--- src/design/eotl_defs.svh ---
// Constants for the end-of-travel limit gate
// ------------------------------------------------------------
// How it works
// Enable bit 1 selects status bit for checking
// Enabled bit active when level equals state bit
// Three mask pairs: status, status2, extended io
// Negative limit active rejects target decreases
// Negative limit alone still allows increases
// Velocity/time moves stop advancing when blocked
// Profile moves continue, blocked updates suppressed
// Positive limit mirrors negative, blocks increases
// Negative config command code 67, seven words
// Positive config command code 66, same layout
// Reset clears all enable masks
// Six masks of one limit update together
// ------------------------------------------------------------
`ifndef EOTL_DEFS_SVH
`define EOTL_DEFS_SVH

`define EOTL_CMD_NEG        8'h43
`define EOTL_CMD_POS        8'h42
`define EOTL_CMD_WORDS      3'h7
`define EOTL_NUM_PARAMS     3'h6
`define EOTL_MASK_RESET     16'h0000

`define EOTL_ADDR_NEG_BASE  12'h000
`define EOTL_ADDR_POS_BASE  12'h020
`define EOTL_ADDR_STATUS    12'h040
`define EOTL_ADDR_CMD_DATA  12'h044
`define EOTL_ADDR_CMD_CTRL  12'h048

`define EOTL_STAT_NEG_BIT   0
`define EOTL_STAT_POS_BIT   1
`define EOTL_STAT_BUSY_BIT  2
`define EOTL_STAT_BADCMD_BIT 3
`define EOTL_STAT_DROP_NEG_BIT 4
`define EOTL_STAT_DROP_POS_BIT 5

`endif

--- src/design/eotl_pkg.sv ---
// Types for the end-of-travel limit gate
package eotl_pkg;
    typedef enum {
        EOTL_IDLE,
        EOTL_COLLECT
    } eotl_rx_e;

    typedef logic [15:0] eotl_word_t;
endpackage

--- src/design/eotl_gate.sv ---
// End-of-travel limit gate: command intake, limit evaluation, target gating
//
// Local design decisions: the APB interface to the registers and the placing of the registers.
`timescale 1ns/1ps
`default_nettype none
`include "eotl_defs.svh"

module eotl_gate
    import eotl_pkg::*;
#(
    parameter int TGT_W = 32
) (
    input  wire logic             i_mclk,
    input  wire logic             i_rst,
    // APB
    input  wire logic             psel,
    input  wire logic             penable,
    input  wire logic             pwrite,
    input  wire logic [11:0]      paddr,
    input  wire logic [31:0]      pwdata,
    output logic      [31:0]      prdata,
    output logic                  pready,
    output logic                  pslverr,
    // Status words evaluated by the limits
    input  wire logic [15:0]      i_internal_status_word,
    input  wire logic [15:0]      i_second_internal_status_word,
    input  wire logic [15:0]      i_extended_io_word,
    // Trajectory update request
    input  wire logic             i_tgt_valid,
    input  wire logic [TGT_W-1:0] i_tgt_next,
    input  wire logic             i_move_profile,
    output logic      [TGT_W-1:0] o_target,
    output logic                  o_tgt_blocked,
    output logic                  o_neg_limit,
    output logic                  o_pos_limit
);

    // Target is compared as a signed value; one bit leaves no sign room
    if (TGT_W < 2 || TGT_W > 32) begin : g_bad_width
        $error("TGT_W must be 2..32");
    end

    // The packet counter must reach the last parameter word
    if (`EOTL_NUM_PARAMS != 3'h6) begin : g_bad_params
        $error("six mask words expected per packet");
    end

    // Code word plus parameters must make up one packet
    if (`EOTL_CMD_WORDS != `EOTL_NUM_PARAMS + 3'h1) begin : g_bad_packet
        $error("packet length does not match parameter count");
    end

    // ------------------------------------------------------------
    // Mask storage: [pair*2 + (0 enable, 1 state)]
    // ------------------------------------------------------------
    eotl_word_t neg_mask_q [6];
    eotl_word_t pos_mask_q [6];
    eotl_word_t shadow_q [6];
    logic [7:0] cmd_code_q;
    logic [2:0] word_cnt_q;
    eotl_rx_e   rx_state_q;
    logic       bad_cmd_q;
    logic       drop_neg_q;
    logic       drop_pos_q;

    logic       apb_wr;
    logic       apb_rd;
    logic       cmd_start;
    logic       cmd_word;
    logic       cmd_commit;
    logic       commit_neg;

    assign apb_wr = psel && penable && pwrite && pready;
    assign apb_rd = psel && !penable && !pwrite;
    assign cmd_start = apb_wr && (paddr == `EOTL_ADDR_CMD_CTRL);
    assign cmd_word  = apb_wr && (paddr == `EOTL_ADDR_CMD_DATA) && (rx_state_q == EOTL_COLLECT);
    assign cmd_commit = cmd_word && (word_cnt_q == `EOTL_NUM_PARAMS - 3'h1);
    assign commit_neg = (cmd_code_q == `EOTL_CMD_NEG);

    // ------------------------------------------------------------
    // Command intake: code word then six parameters
    // ------------------------------------------------------------
    logic code_known;
    logic cmd_abort;

    // Only the two limit codes are served here
    assign code_known = (pwdata[7:0] == `EOTL_CMD_NEG) || (pwdata[7:0] == `EOTL_CMD_POS);
    // A new code word aborts a partial packet
    assign cmd_abort  = cmd_start && (rx_state_q == EOTL_COLLECT);

    always_ff @(posedge i_mclk) begin
        if (i_rst) begin
            rx_state_q <= EOTL_IDLE;
        end else begin
            case (rx_state_q)
                EOTL_IDLE: begin
                    if (cmd_start && code_known) begin
                        rx_state_q <= EOTL_COLLECT;
                    end
                end
                EOTL_COLLECT: begin
                    if (cmd_start || cmd_commit) begin
                        rx_state_q <= EOTL_IDLE;
                    end
                end
                default: begin
                    rx_state_q <= EOTL_IDLE;
                end
            endcase
        end
    end

    always_ff @(posedge i_mclk) begin
        if (i_rst) begin
            cmd_code_q <= 8'h00;
        end else if (cmd_start && rx_state_q == EOTL_IDLE) begin
            cmd_code_q <= pwdata[7:0];
        end
    end

    always_ff @(posedge i_mclk) begin
        if (i_rst) begin
            word_cnt_q <= 3'h0;
        end else if (cmd_start && rx_state_q == EOTL_IDLE) begin
            word_cnt_q <= 3'h0;
        end else if (cmd_word) begin
            word_cnt_q <= word_cnt_q + 3'h1;
        end
    end

    // Flag stays until the next code word, so software can poll it
    always_ff @(posedge i_mclk) begin
        if (i_rst) begin
            bad_cmd_q <= 1'b0;
        end else if (cmd_abort) begin
            bad_cmd_q <= 1'b1;
        end else if (cmd_start) begin
            bad_cmd_q <= !code_known;
        end
    end

    always_ff @(posedge i_mclk) begin
        if (i_rst) begin
            for (int k = 0; k < 6; k++) begin
                shadow_q[k] <= `EOTL_MASK_RESET;
            end
        end else if (cmd_word) begin
            shadow_q[word_cnt_q] <= pwdata[15:0];
        end
    end

    // Shadow keeps the live set untouched until the last word lands; the
    // sixth word comes straight from the bus so all six change on one edge
    eotl_word_t new_set [6];
    always_comb begin
        for (int k = 0; k < 5; k++) begin
            new_set[k] = shadow_q[k];
        end
        new_set[5] = pwdata[15:0];
    end

    always_ff @(posedge i_mclk) begin
        if (i_rst) begin
            for (int k = 0; k < 6; k++) begin
                neg_mask_q[k] <= `EOTL_MASK_RESET;
            end
        end else if (cmd_commit && commit_neg) begin
            for (int k = 0; k < 6; k++) begin
                neg_mask_q[k] <= new_set[k];
            end
        end
    end

    always_ff @(posedge i_mclk) begin
        if (i_rst) begin
            for (int k = 0; k < 6; k++) begin
                pos_mask_q[k] <= `EOTL_MASK_RESET;
            end
        end else if (cmd_commit && !commit_neg) begin
            for (int k = 0; k < 6; k++) begin
                pos_mask_q[k] <= new_set[k];
            end
        end
    end

    // ------------------------------------------------------------
    // Limit evaluation
    // ------------------------------------------------------------
    // Evaluated straight from the live inputs; the registered copies on the
    // outputs trail them by one cycle
    eotl_word_t status_in [3];
    eotl_word_t mask_v    [2][6];
    eotl_word_t pair_act  [2][3];
    logic [2:0] pair_hit  [2];
    logic [1:0] lim_hit;

    assign status_in[0] = i_internal_status_word;
    assign status_in[1] = i_second_internal_status_word;
    assign status_in[2] = i_extended_io_word;

    always_comb begin
        for (int k = 0; k < 6; k++) begin
            mask_v[0][k] = neg_mask_q[k];
            mask_v[1][k] = pos_mask_q[k];
        end
    end

    always_comb begin
        for (int l = 0; l < 2; l++) begin
            for (int p = 0; p < 3; p++) begin
                // A bit counts only when enabled and at its chosen level
                pair_act[l][p] = mask_v[l][2 * p] & ~(status_in[p] ^ mask_v[l][2 * p + 1]);
                pair_hit[l][p] = |pair_act[l][p];
            end
            lim_hit[l] = |pair_hit[l];
        end
    end

    // ------------------------------------------------------------
    // Target gating
    // ------------------------------------------------------------
    logic                    dec_req;
    logic                    inc_req;
    logic                    block_now;
    logic signed [TGT_W-1:0] tgt_next_s;
    logic signed [TGT_W-1:0] tgt_cur_s;
    assign tgt_next_s = i_tgt_next;
    assign tgt_cur_s  = o_target;
    // Equal values are neither direction and always pass
    assign dec_req   = i_tgt_valid && (tgt_next_s < tgt_cur_s);
    assign inc_req   = i_tgt_valid && (tgt_next_s > tgt_cur_s);
    assign block_now = (dec_req && lim_hit[0]) || (inc_req && lim_hit[1]);

    always_ff @(posedge i_mclk) begin
        if (i_rst) begin
            o_neg_limit <= 1'b0;
            o_pos_limit <= 1'b0;
        end else begin
            o_neg_limit <= lim_hit[0];
            o_pos_limit <= lim_hit[1];
        end
    end

    always_ff @(posedge i_mclk) begin
        if (i_rst) begin
            o_tgt_blocked <= 1'b0;
        end else begin
            o_tgt_blocked <= block_now;
        end
    end

    // Blocked updates are dropped, not queued: any move type just stops
    // advancing; a profile keeps issuing and resumes when the limit clears
    always_ff @(posedge i_mclk) begin
        if (i_rst) begin
            o_target <= '0;
        end else if (i_tgt_valid && !block_now) begin
            o_target <= i_tgt_next;
        end
    end

    // Sticky drop flags; set wins over a read clear
    logic status_rd;
    assign status_rd = psel && penable && !pwrite && (paddr == `EOTL_ADDR_STATUS);

    always_ff @(posedge i_mclk) begin
        if (i_rst) begin
            drop_neg_q <= 1'b0;
        end else begin
            drop_neg_q <= (dec_req && lim_hit[0]) || (drop_neg_q && !status_rd);
        end
    end

    always_ff @(posedge i_mclk) begin
        if (i_rst) begin
            drop_pos_q <= 1'b0;
        end else begin
            drop_pos_q <= (inc_req && lim_hit[1]) || (drop_pos_q && !status_rd);
        end
    end

    // ------------------------------------------------------------
    // APB slave: no wait states, data ready in access phase
    // ------------------------------------------------------------
    logic [2:0]  addr_slot;
    logic        addr_ok;
    logic        addr_neg_mask;
    logic        addr_pos_mask;
    logic        addr_status;
    logic        addr_cmd;
    logic [31:0] status_word;
    logic [31:0] rd_d;
    logic        hit;

    assign addr_slot     = paddr[4:2];
    assign addr_ok       = (paddr[1:0] == 2'h0) && (addr_slot < 3'h6);
    assign addr_neg_mask = (paddr[11:5] == 7'h00) && addr_ok;
    assign addr_pos_mask = (paddr[11:5] == 7'h01) && addr_ok;
    assign addr_status   = (paddr == `EOTL_ADDR_STATUS);
    assign addr_cmd      = (paddr == `EOTL_ADDR_CMD_DATA) || (paddr == `EOTL_ADDR_CMD_CTRL);
    assign hit           = addr_neg_mask || addr_pos_mask || addr_status || addr_cmd;

    always_comb begin
        status_word = 32'h0000_0000;
        status_word[`EOTL_STAT_NEG_BIT]      = lim_hit[0];
        status_word[`EOTL_STAT_POS_BIT]      = lim_hit[1];
        status_word[`EOTL_STAT_BUSY_BIT]     = (rx_state_q == EOTL_COLLECT);
        status_word[`EOTL_STAT_BADCMD_BIT]   = bad_cmd_q;
        status_word[`EOTL_STAT_DROP_NEG_BIT] = drop_neg_q;
        status_word[`EOTL_STAT_DROP_POS_BIT] = drop_pos_q;
    end

    // Command ports and unmapped space read as zero
    always_comb begin
        rd_d = 32'h0000_0000;
        if (addr_neg_mask) begin
            rd_d = {16'h0000, neg_mask_q[addr_slot]};
        end else if (addr_pos_mask) begin
            rd_d = {16'h0000, pos_mask_q[addr_slot]};
        end else if (addr_status) begin
            rd_d = status_word;
        end
    end

    // The answer is built during setup, so the access phase always ends
    // on its first edge
    always_ff @(posedge i_mclk) begin
        if (i_rst) begin
            pready <= 1'b0;
        end else begin
            pready <= psel && !penable;
        end
    end

    always_ff @(posedge i_mclk) begin
        if (i_rst) begin
            pslverr <= 1'b0;
        end else begin
            pslverr <= psel && !penable && !hit;
        end
    end

    // Read data is captured in setup, before the drop flags clear in access
    always_ff @(posedge i_mclk) begin
        if (i_rst) begin
            prdata <= 32'h0000_0000;
        end else if (apb_rd) begin
            prdata <= rd_d;
        end
    end

endmodule
`default_nettype wire

--- config.mk ---
export PLATFORM = sky130hd
export DESIGN_NAME = eotl_gate
export DESIGN_NICKNAME = d
export VERILOG_FILES = /design/src/design/eotl_pkg.sv /design/src/design/eotl_gate.sv
export VERILOG_INCLUDE_DIRS = /design/src /design/src/design
export SDC_FILE = /design/constraint.sdc
export NUM_CORES = 1
export LEC_CHECK = 0
export ABC_AREA = 0
export BUFFER_PORTS_ARGS = -buffer_cell sky130_fd_sc_hd__buf_2
export CELL_PAD_IN_SITES_DETAIL_PLACEMENT = 0
export CELL_PAD_IN_SITES_GLOBAL_PLACEMENT = 1
export CORE_ASPECT_RATIO = 0.9
export CORE_MARGIN = 1.5
export CORE_UTILIZATION = 48
export CTS_CLUSTER_DIAMETER = 40
export DETAILED_ROUTE_END_ITERATION = 8
export PLACE_DENSITY = 0.81
export REMOVE_ABC_BUFFERS = 1
export SLEW_MARGIN = 10
export SYNTH_ARGS = -nofsm -noshare
export SYNTH_HDL_FRONTEND = slang
export SYNTH_SLANG_ARGS = --single-unit
--- constraint.sdc ---
create_clock -name i_mclk -period 7.7 [get_ports i_mclk]
set_input_delay 0.385 -clock i_mclk [delete_from_list [all_inputs] [get_ports i_mclk]]
set_output_delay 0.385 -clock i_mclk [all_outputs]
set_load 0.01 [all_outputs]
After elaboration in Yosys (flattened, before gate mapping) --
Memory sizes are Yosys's and may differ from the RTL's. Cells that the tools add are included.
Cells by class: add/subtract/negate cells 1, $lt $le $gt $ge 3, equal/unequal tests 12, multiplexer cells 34, bitwise gates (word level) 30, reductions and logical operators 53
Operators with widths (count):
- two-way mux 16 bit | 15
- AND 16 bit | 6
- inverter 16 bit | 6
- OR reduction 48 bit | 2
- bitwise XOR 16 bit | 6
- zero test 32 bit | 2
- two-way mux 32 bit | 2
- one-hot mux 32 bit (2 select lines) | 1
- == test 12 x 7 -> 1 bit, second input constant | 3
- == test 32 x 1 -> 1 bit, second input constant | 1
- == test 32 x 2 -> 1 bit, second input constant | 1
- > comparator 32 bit | 1
- less-than comparator 32 bit | 1
- logical AND 1 bit | 27
- == test 8 x 7 -> 1 bit, second input constant | 3
- OR reduction 16 bit | 1
- two-way mux 1 bit | 14
- bitwise OR 1 bit | 12
- logical OR 1 bit | 9
- == test 7 x 1 -> 1 bit, second input constant | 1
- zero test 1 bit | 7
- zero test 7 bit | 1
- two-way mux 6 bit | 1
- inequality test 2 bit, second input constant | 2
- 8 further kinds | 8
Word-level totals: register bits 115, memory bits (writable) 288, input bits 131, output and inout bits 69, word-level logic and storage cells 149, memories 3
Memory list:
- neg_mask_q | words 6, bits a word 16, read ports 7, clocked after memory_dff 0, write ports 6, RTL line eotl_gate.sv:56 | eotl_word_t neg_mask_q [6];
- pos_mask_q | words 6, bits a word 16, read ports 7, clocked after memory_dff 0, write ports 6, RTL line eotl_gate.sv:57 | eotl_word_t pos_mask_q [6];
- shadow_q | words 6, bits a word 16, read ports 5, clocked after memory_dff 0, write ports 6, RTL line eotl_gate.sv:58 | eotl_word_t shadow_q [6];

Logic depth before layout (Yosys ltp) --
word-level depth 11, depth in mapped cells 12, gate-level depth less buffers 10

Worst setup path after synthesis --
OpenSTA, ideal clock, no wires.
path type input-to-reg, start input port paddr[4], end memory neg_mask_q[0][0] (netlist bit), enable pin, setup time 571 ps, data arrival time 6022 ps, required time 7129 ps, slack 1107 ps, stages on the path 6, path buffers 1, cell sequence clkbuf_1 nor2_1 nand4_2 nor4_4 nand3_4 o21bai_1
RTL lines:
- start: declaration | RTL line eotl_gate.sv:19 | input wire logic [11:0] paddr,
- end: declaration | RTL line eotl_gate.sv:56

==> results <==
- The flow ran to the end, and the final reports show no timing, DRC or antenna violations.
- Routability-driven placement finished with a final weighted congestion of approximately 0.82.
- For this run, design rule violations remaining after detail routing come to 0.
- The area growth from synthesis to layout is 17.4%.
- VDD sags by at most roughly 0.15 mV.
- The number of DRC markers after the initial detailed-route iteration is just over 1000.
- After detailed routing, the number of vias per cell comes to approximately 5.6.
- The clock latency on the worst-skew pair is about 580 ps.
- Yosys mapped a number of flops with a built-in enable equal to about 270.
- The total area inside the core boundary comes to approximately 0.034 mm².
- At the end of the flow, the number of nets in the layout was around 1600.
- The number of endpoints with negative hold slack in the final report came to 0.
- The worst-path maximum fanout is 64.
- The unique cell type count in the Yosys netlist is 57.
- The synthesized instance count is between 1000 and 1500.
- The arrival time at the worst endpoint is 4000 ps.
- Max-cap violations in this run came to 0.
- The post-CTS setup buffer count is 0.
- The tightest min-delay check is of the in2reg type.
- The number of global-route vias before repair is between 10000 and 15000.
- STA classifies the critical path startpoint as a flip-flop.
- The slew at the pin with the worst max-slew slack is 1200 ps.
- After detailed routing, the average wire length per cell comes to approximately 22 µm.
- The count of inserted antenna diode cells is 0.
- The total length of routed wires is 44.1 mm.
- The final-report max-slew violation count came to 0.
- The detailed router used layers up to and including met5.
- In the global route stage, overall resource usage came out at 0.244.
- The library cells used most frequently in the layout, excluding fill and tap cells, are 272 x sky130_fd_sc_hd__edfxtp_1, 259 x sky130_fd_sc_hd__and2_1, 164 x sky130_fd_sc_hd__buf_2, 97 x sky130_fd_sc_hd__xnor2_1, 68 x sky130_fd_sc_hd__dfxtp_1.
- The synthesized design contains 340 register bits.
- For this design the top-level I/O count stands at 200.
- The count of yosys warnings during synthesis is 0.
- The number of rows in the core area is 64.
- In the finished design, the share of the clock period the worst path needs comes to 0.469.
- The CTS sink count is 340.
- The first TritonRoute pass finished after 5 iterations.
- By area, the combinational part of the netlist is dominated by simple AND/OR/NAND/NOR gates.
- Clock skew on the completed layout was measured at 19.1 ps.
- The average footprint of a synthesized cell is 12.7 µm².
- The share of the synthesized area in compound gates (AO/OA/AOI/OAI) is 0.0787.
- The upper clock frequency limit is approximately 280 MHz.
- The required time of the critical path is approximately 8100 ps.
- Setup repair after global routing left no endpoint under its margin.
- The startpoint-to-endpoint class of the critical path is reg2reg.
- In the detailed route, the total length drawn on met3 is around 3.4 mm.
- In the final layout, the share of cells above drive strength 1 is 0.255.
- The post-cts sizing count is 0.
- The post-route met1 wirelength is 18.5 mm.
- The critical path endpoint category is a flip-flop.
- The setup slack at placement is 3830 ps.
- The global-route wire length before repair is 65.9 mm.
- The portion of netlist area occupied by mux cells is 0.0747.
- The final period demand of the worst path is around 3600 ps.
- Entering global routing, the biggest net connects 97 pins.
- The final setup violation count is 0.
- The initial antenna violation count is 4.
- For this block, the via count after detailed routing is around 11000.
- The sum of overflow across all layers after global routing is 0.
- The die extent in y is ~180 µm.
- The overall die width is approximately 200 µm.
- TritonCTS built the clock tree.
- In this run the remaining antenna-violating nets after routing total 0.
- The setup TNS is 0 ps.
- For this run, the register share of the synthesized area comes to 0.567.
- Input and output buffers added on the ports amount to 166.
- The post-synthesis share of cell area spent on xor and xnor gates is 0.0510.
- Summed over all cells, the static leakage comes to 7.28 nW.
- Counting the buffers created by CTS gives 50.
- The initial utilization of the core area, before any placement, comes to 0.491.
- In the synthesized netlist the dominant register cell turns out to be sky130_fd_sc_hd__edfxtp_1.
- After clock tree synthesis, the flow added hold-fix buffers numbering 0.
- The post-synthesis simple-gate area fraction is 0.164.
- Leaving out fill and tap cells, the most frequent cell in the layout is sky130_fd_sc_hd__edfxtp_1.
- The HPWL reported at the end of detailed placement is 28.6 mm.
- After clock tree synthesis, the clock-pin slew on the worst setup and hold paths is about 60 ps.
- In the detailed route, the total length drawn on met2 is around 21 mm.
- The post-synthesis adder-cell area fraction is 0.0253.
- In this run the tightest slew margin relative to its limit is 0.201.
- The final worst slack is approximately 4100 ps.
- Power spread over the standard cell area amounts to approximately 250 mW/mm².
- CTS built an H-tree with a depth of 2.
- The synthesized netlist occupies a cell area of 0.0168 mm².
- The worst-case clock buffer depth is 3.
- The tree is rooted in a sky130_fd_sc_hd__clkbuf_16.
- The fraction of registers with async set or reset after synthesis is 0.
- The die covers approximately 0.036 mm².
[area by class of cell]
cell class                 count  area, µm²
timing repair buffer         185        978
clock buffer                  61       1400
clock inverter                33        374
fill                        2864      14500
inverter                      35        131
multi-input combinational    862       6750
sequential                   340       9530
tap                          462        578
[kinds of logic after synthesis]
kind of cell	Yosys count
fa+ha+maj	34
simple gates	449
mux	73
compound gates	192
flops	340
other cells	1
buf+inv	132
xor+xnor	98
[path summary, 6_finish.rpt]
| kind | startpoint | to | slack (ps) | depth (start not counted) |
|---|---|---|---|---|
| min | i_tgt_next[28] | o_target[28] | 90 | 3 |
| max | neg_mask_q[1][3] | o_target[24] | 4090 | 7 |
| max reg2reg | neg_mask_q[1][3] | o_target[24] | 4090 | 7 |
| min reg2reg | drop_neg_q | drop_neg_q | 460 | 2 |
[metrics by stage]
step | cell area, µm² | total power [mW] | cells | hold slack, ps | util
after floorplan | 16300 | 2.40 | 1237 | 430 | -
after global placement | 18000 | 2.60 | 1884 | 445 | 0.524
after detailed placement | 18000 | 2.61 | 1884 | 451 | 0.524
after CTS | 19700 | 4.99 | 1978 | 55.5 | 0.576
after global routing | 19700 | 5.12 | 1978 | 84.4 | 0.576
final | 19700 | 4.96 | 1978 | 86.4 | 0.576
[registers in the layout (all words and copies together), names as in the netlist, 3 cells and up]
signal / cells
pos_mask_q: 96
o_target: 32
shadow_q: 80
neg_mask_q: 96
prdata: 16
cmd_code_q: 8
word_cnt_q: 3
[routing by layer]
layer	track usage	vias up
li1	-	5144
met5	0	-
met4	0.0803	2
met3	0.0541	74
met2	0.400	394
met1	0.322	5455
[cell usage after synthesis, drive strengths merged (6+ instances only)]
cell,count,share of area
xnor2,97,0.051
a22oi,58,0.026
inv,35,0.0078
mux2i,31,0.018
a21oi,48,0.014
dfxtp,68,0.081
mux4,42,0.056
clkbuf,52,0.012
nor4,7,0.0053
o211ai,7,0.0031
nor3,18,0.0080
nor2,35,0.0078
a31o,31,0.016
o21ai,22,0.0065
a221oi,6,0.0031
and2,275,0.10
edfxtp,272,0.49
buf,45,0.019
ha,34,0.025
nand4,53,0.020
nand2,33,0.0074
[critical path, stage by stage (launching register included)]
cell and delay [ps]:
sky130_fd_sc_hd__edfxtp_1 400, sky130_fd_sc_hd__xnor2_1 160, sky130_fd_sc_hd__a22oi_1 420, sky130_fd_sc_hd__nand4_1 140, sky130_fd_sc_hd__nor4_1 810, sky130_fd_sc_hd__a22o_2 1100
sky130_fd_sc_hd__a31o_2 290, sky130_fd_sc_hd__a21oi_1 80
[report_power, final]
part           internal, mW  switching (mW)  leakage, nW
clock                  1.49           0.893        0.849
sequential             2.07          0.0515         3.15
combinational         0.182           0.271         3.28
total                  3.74            1.22         7.28
(Power assumes the default switching activity.)
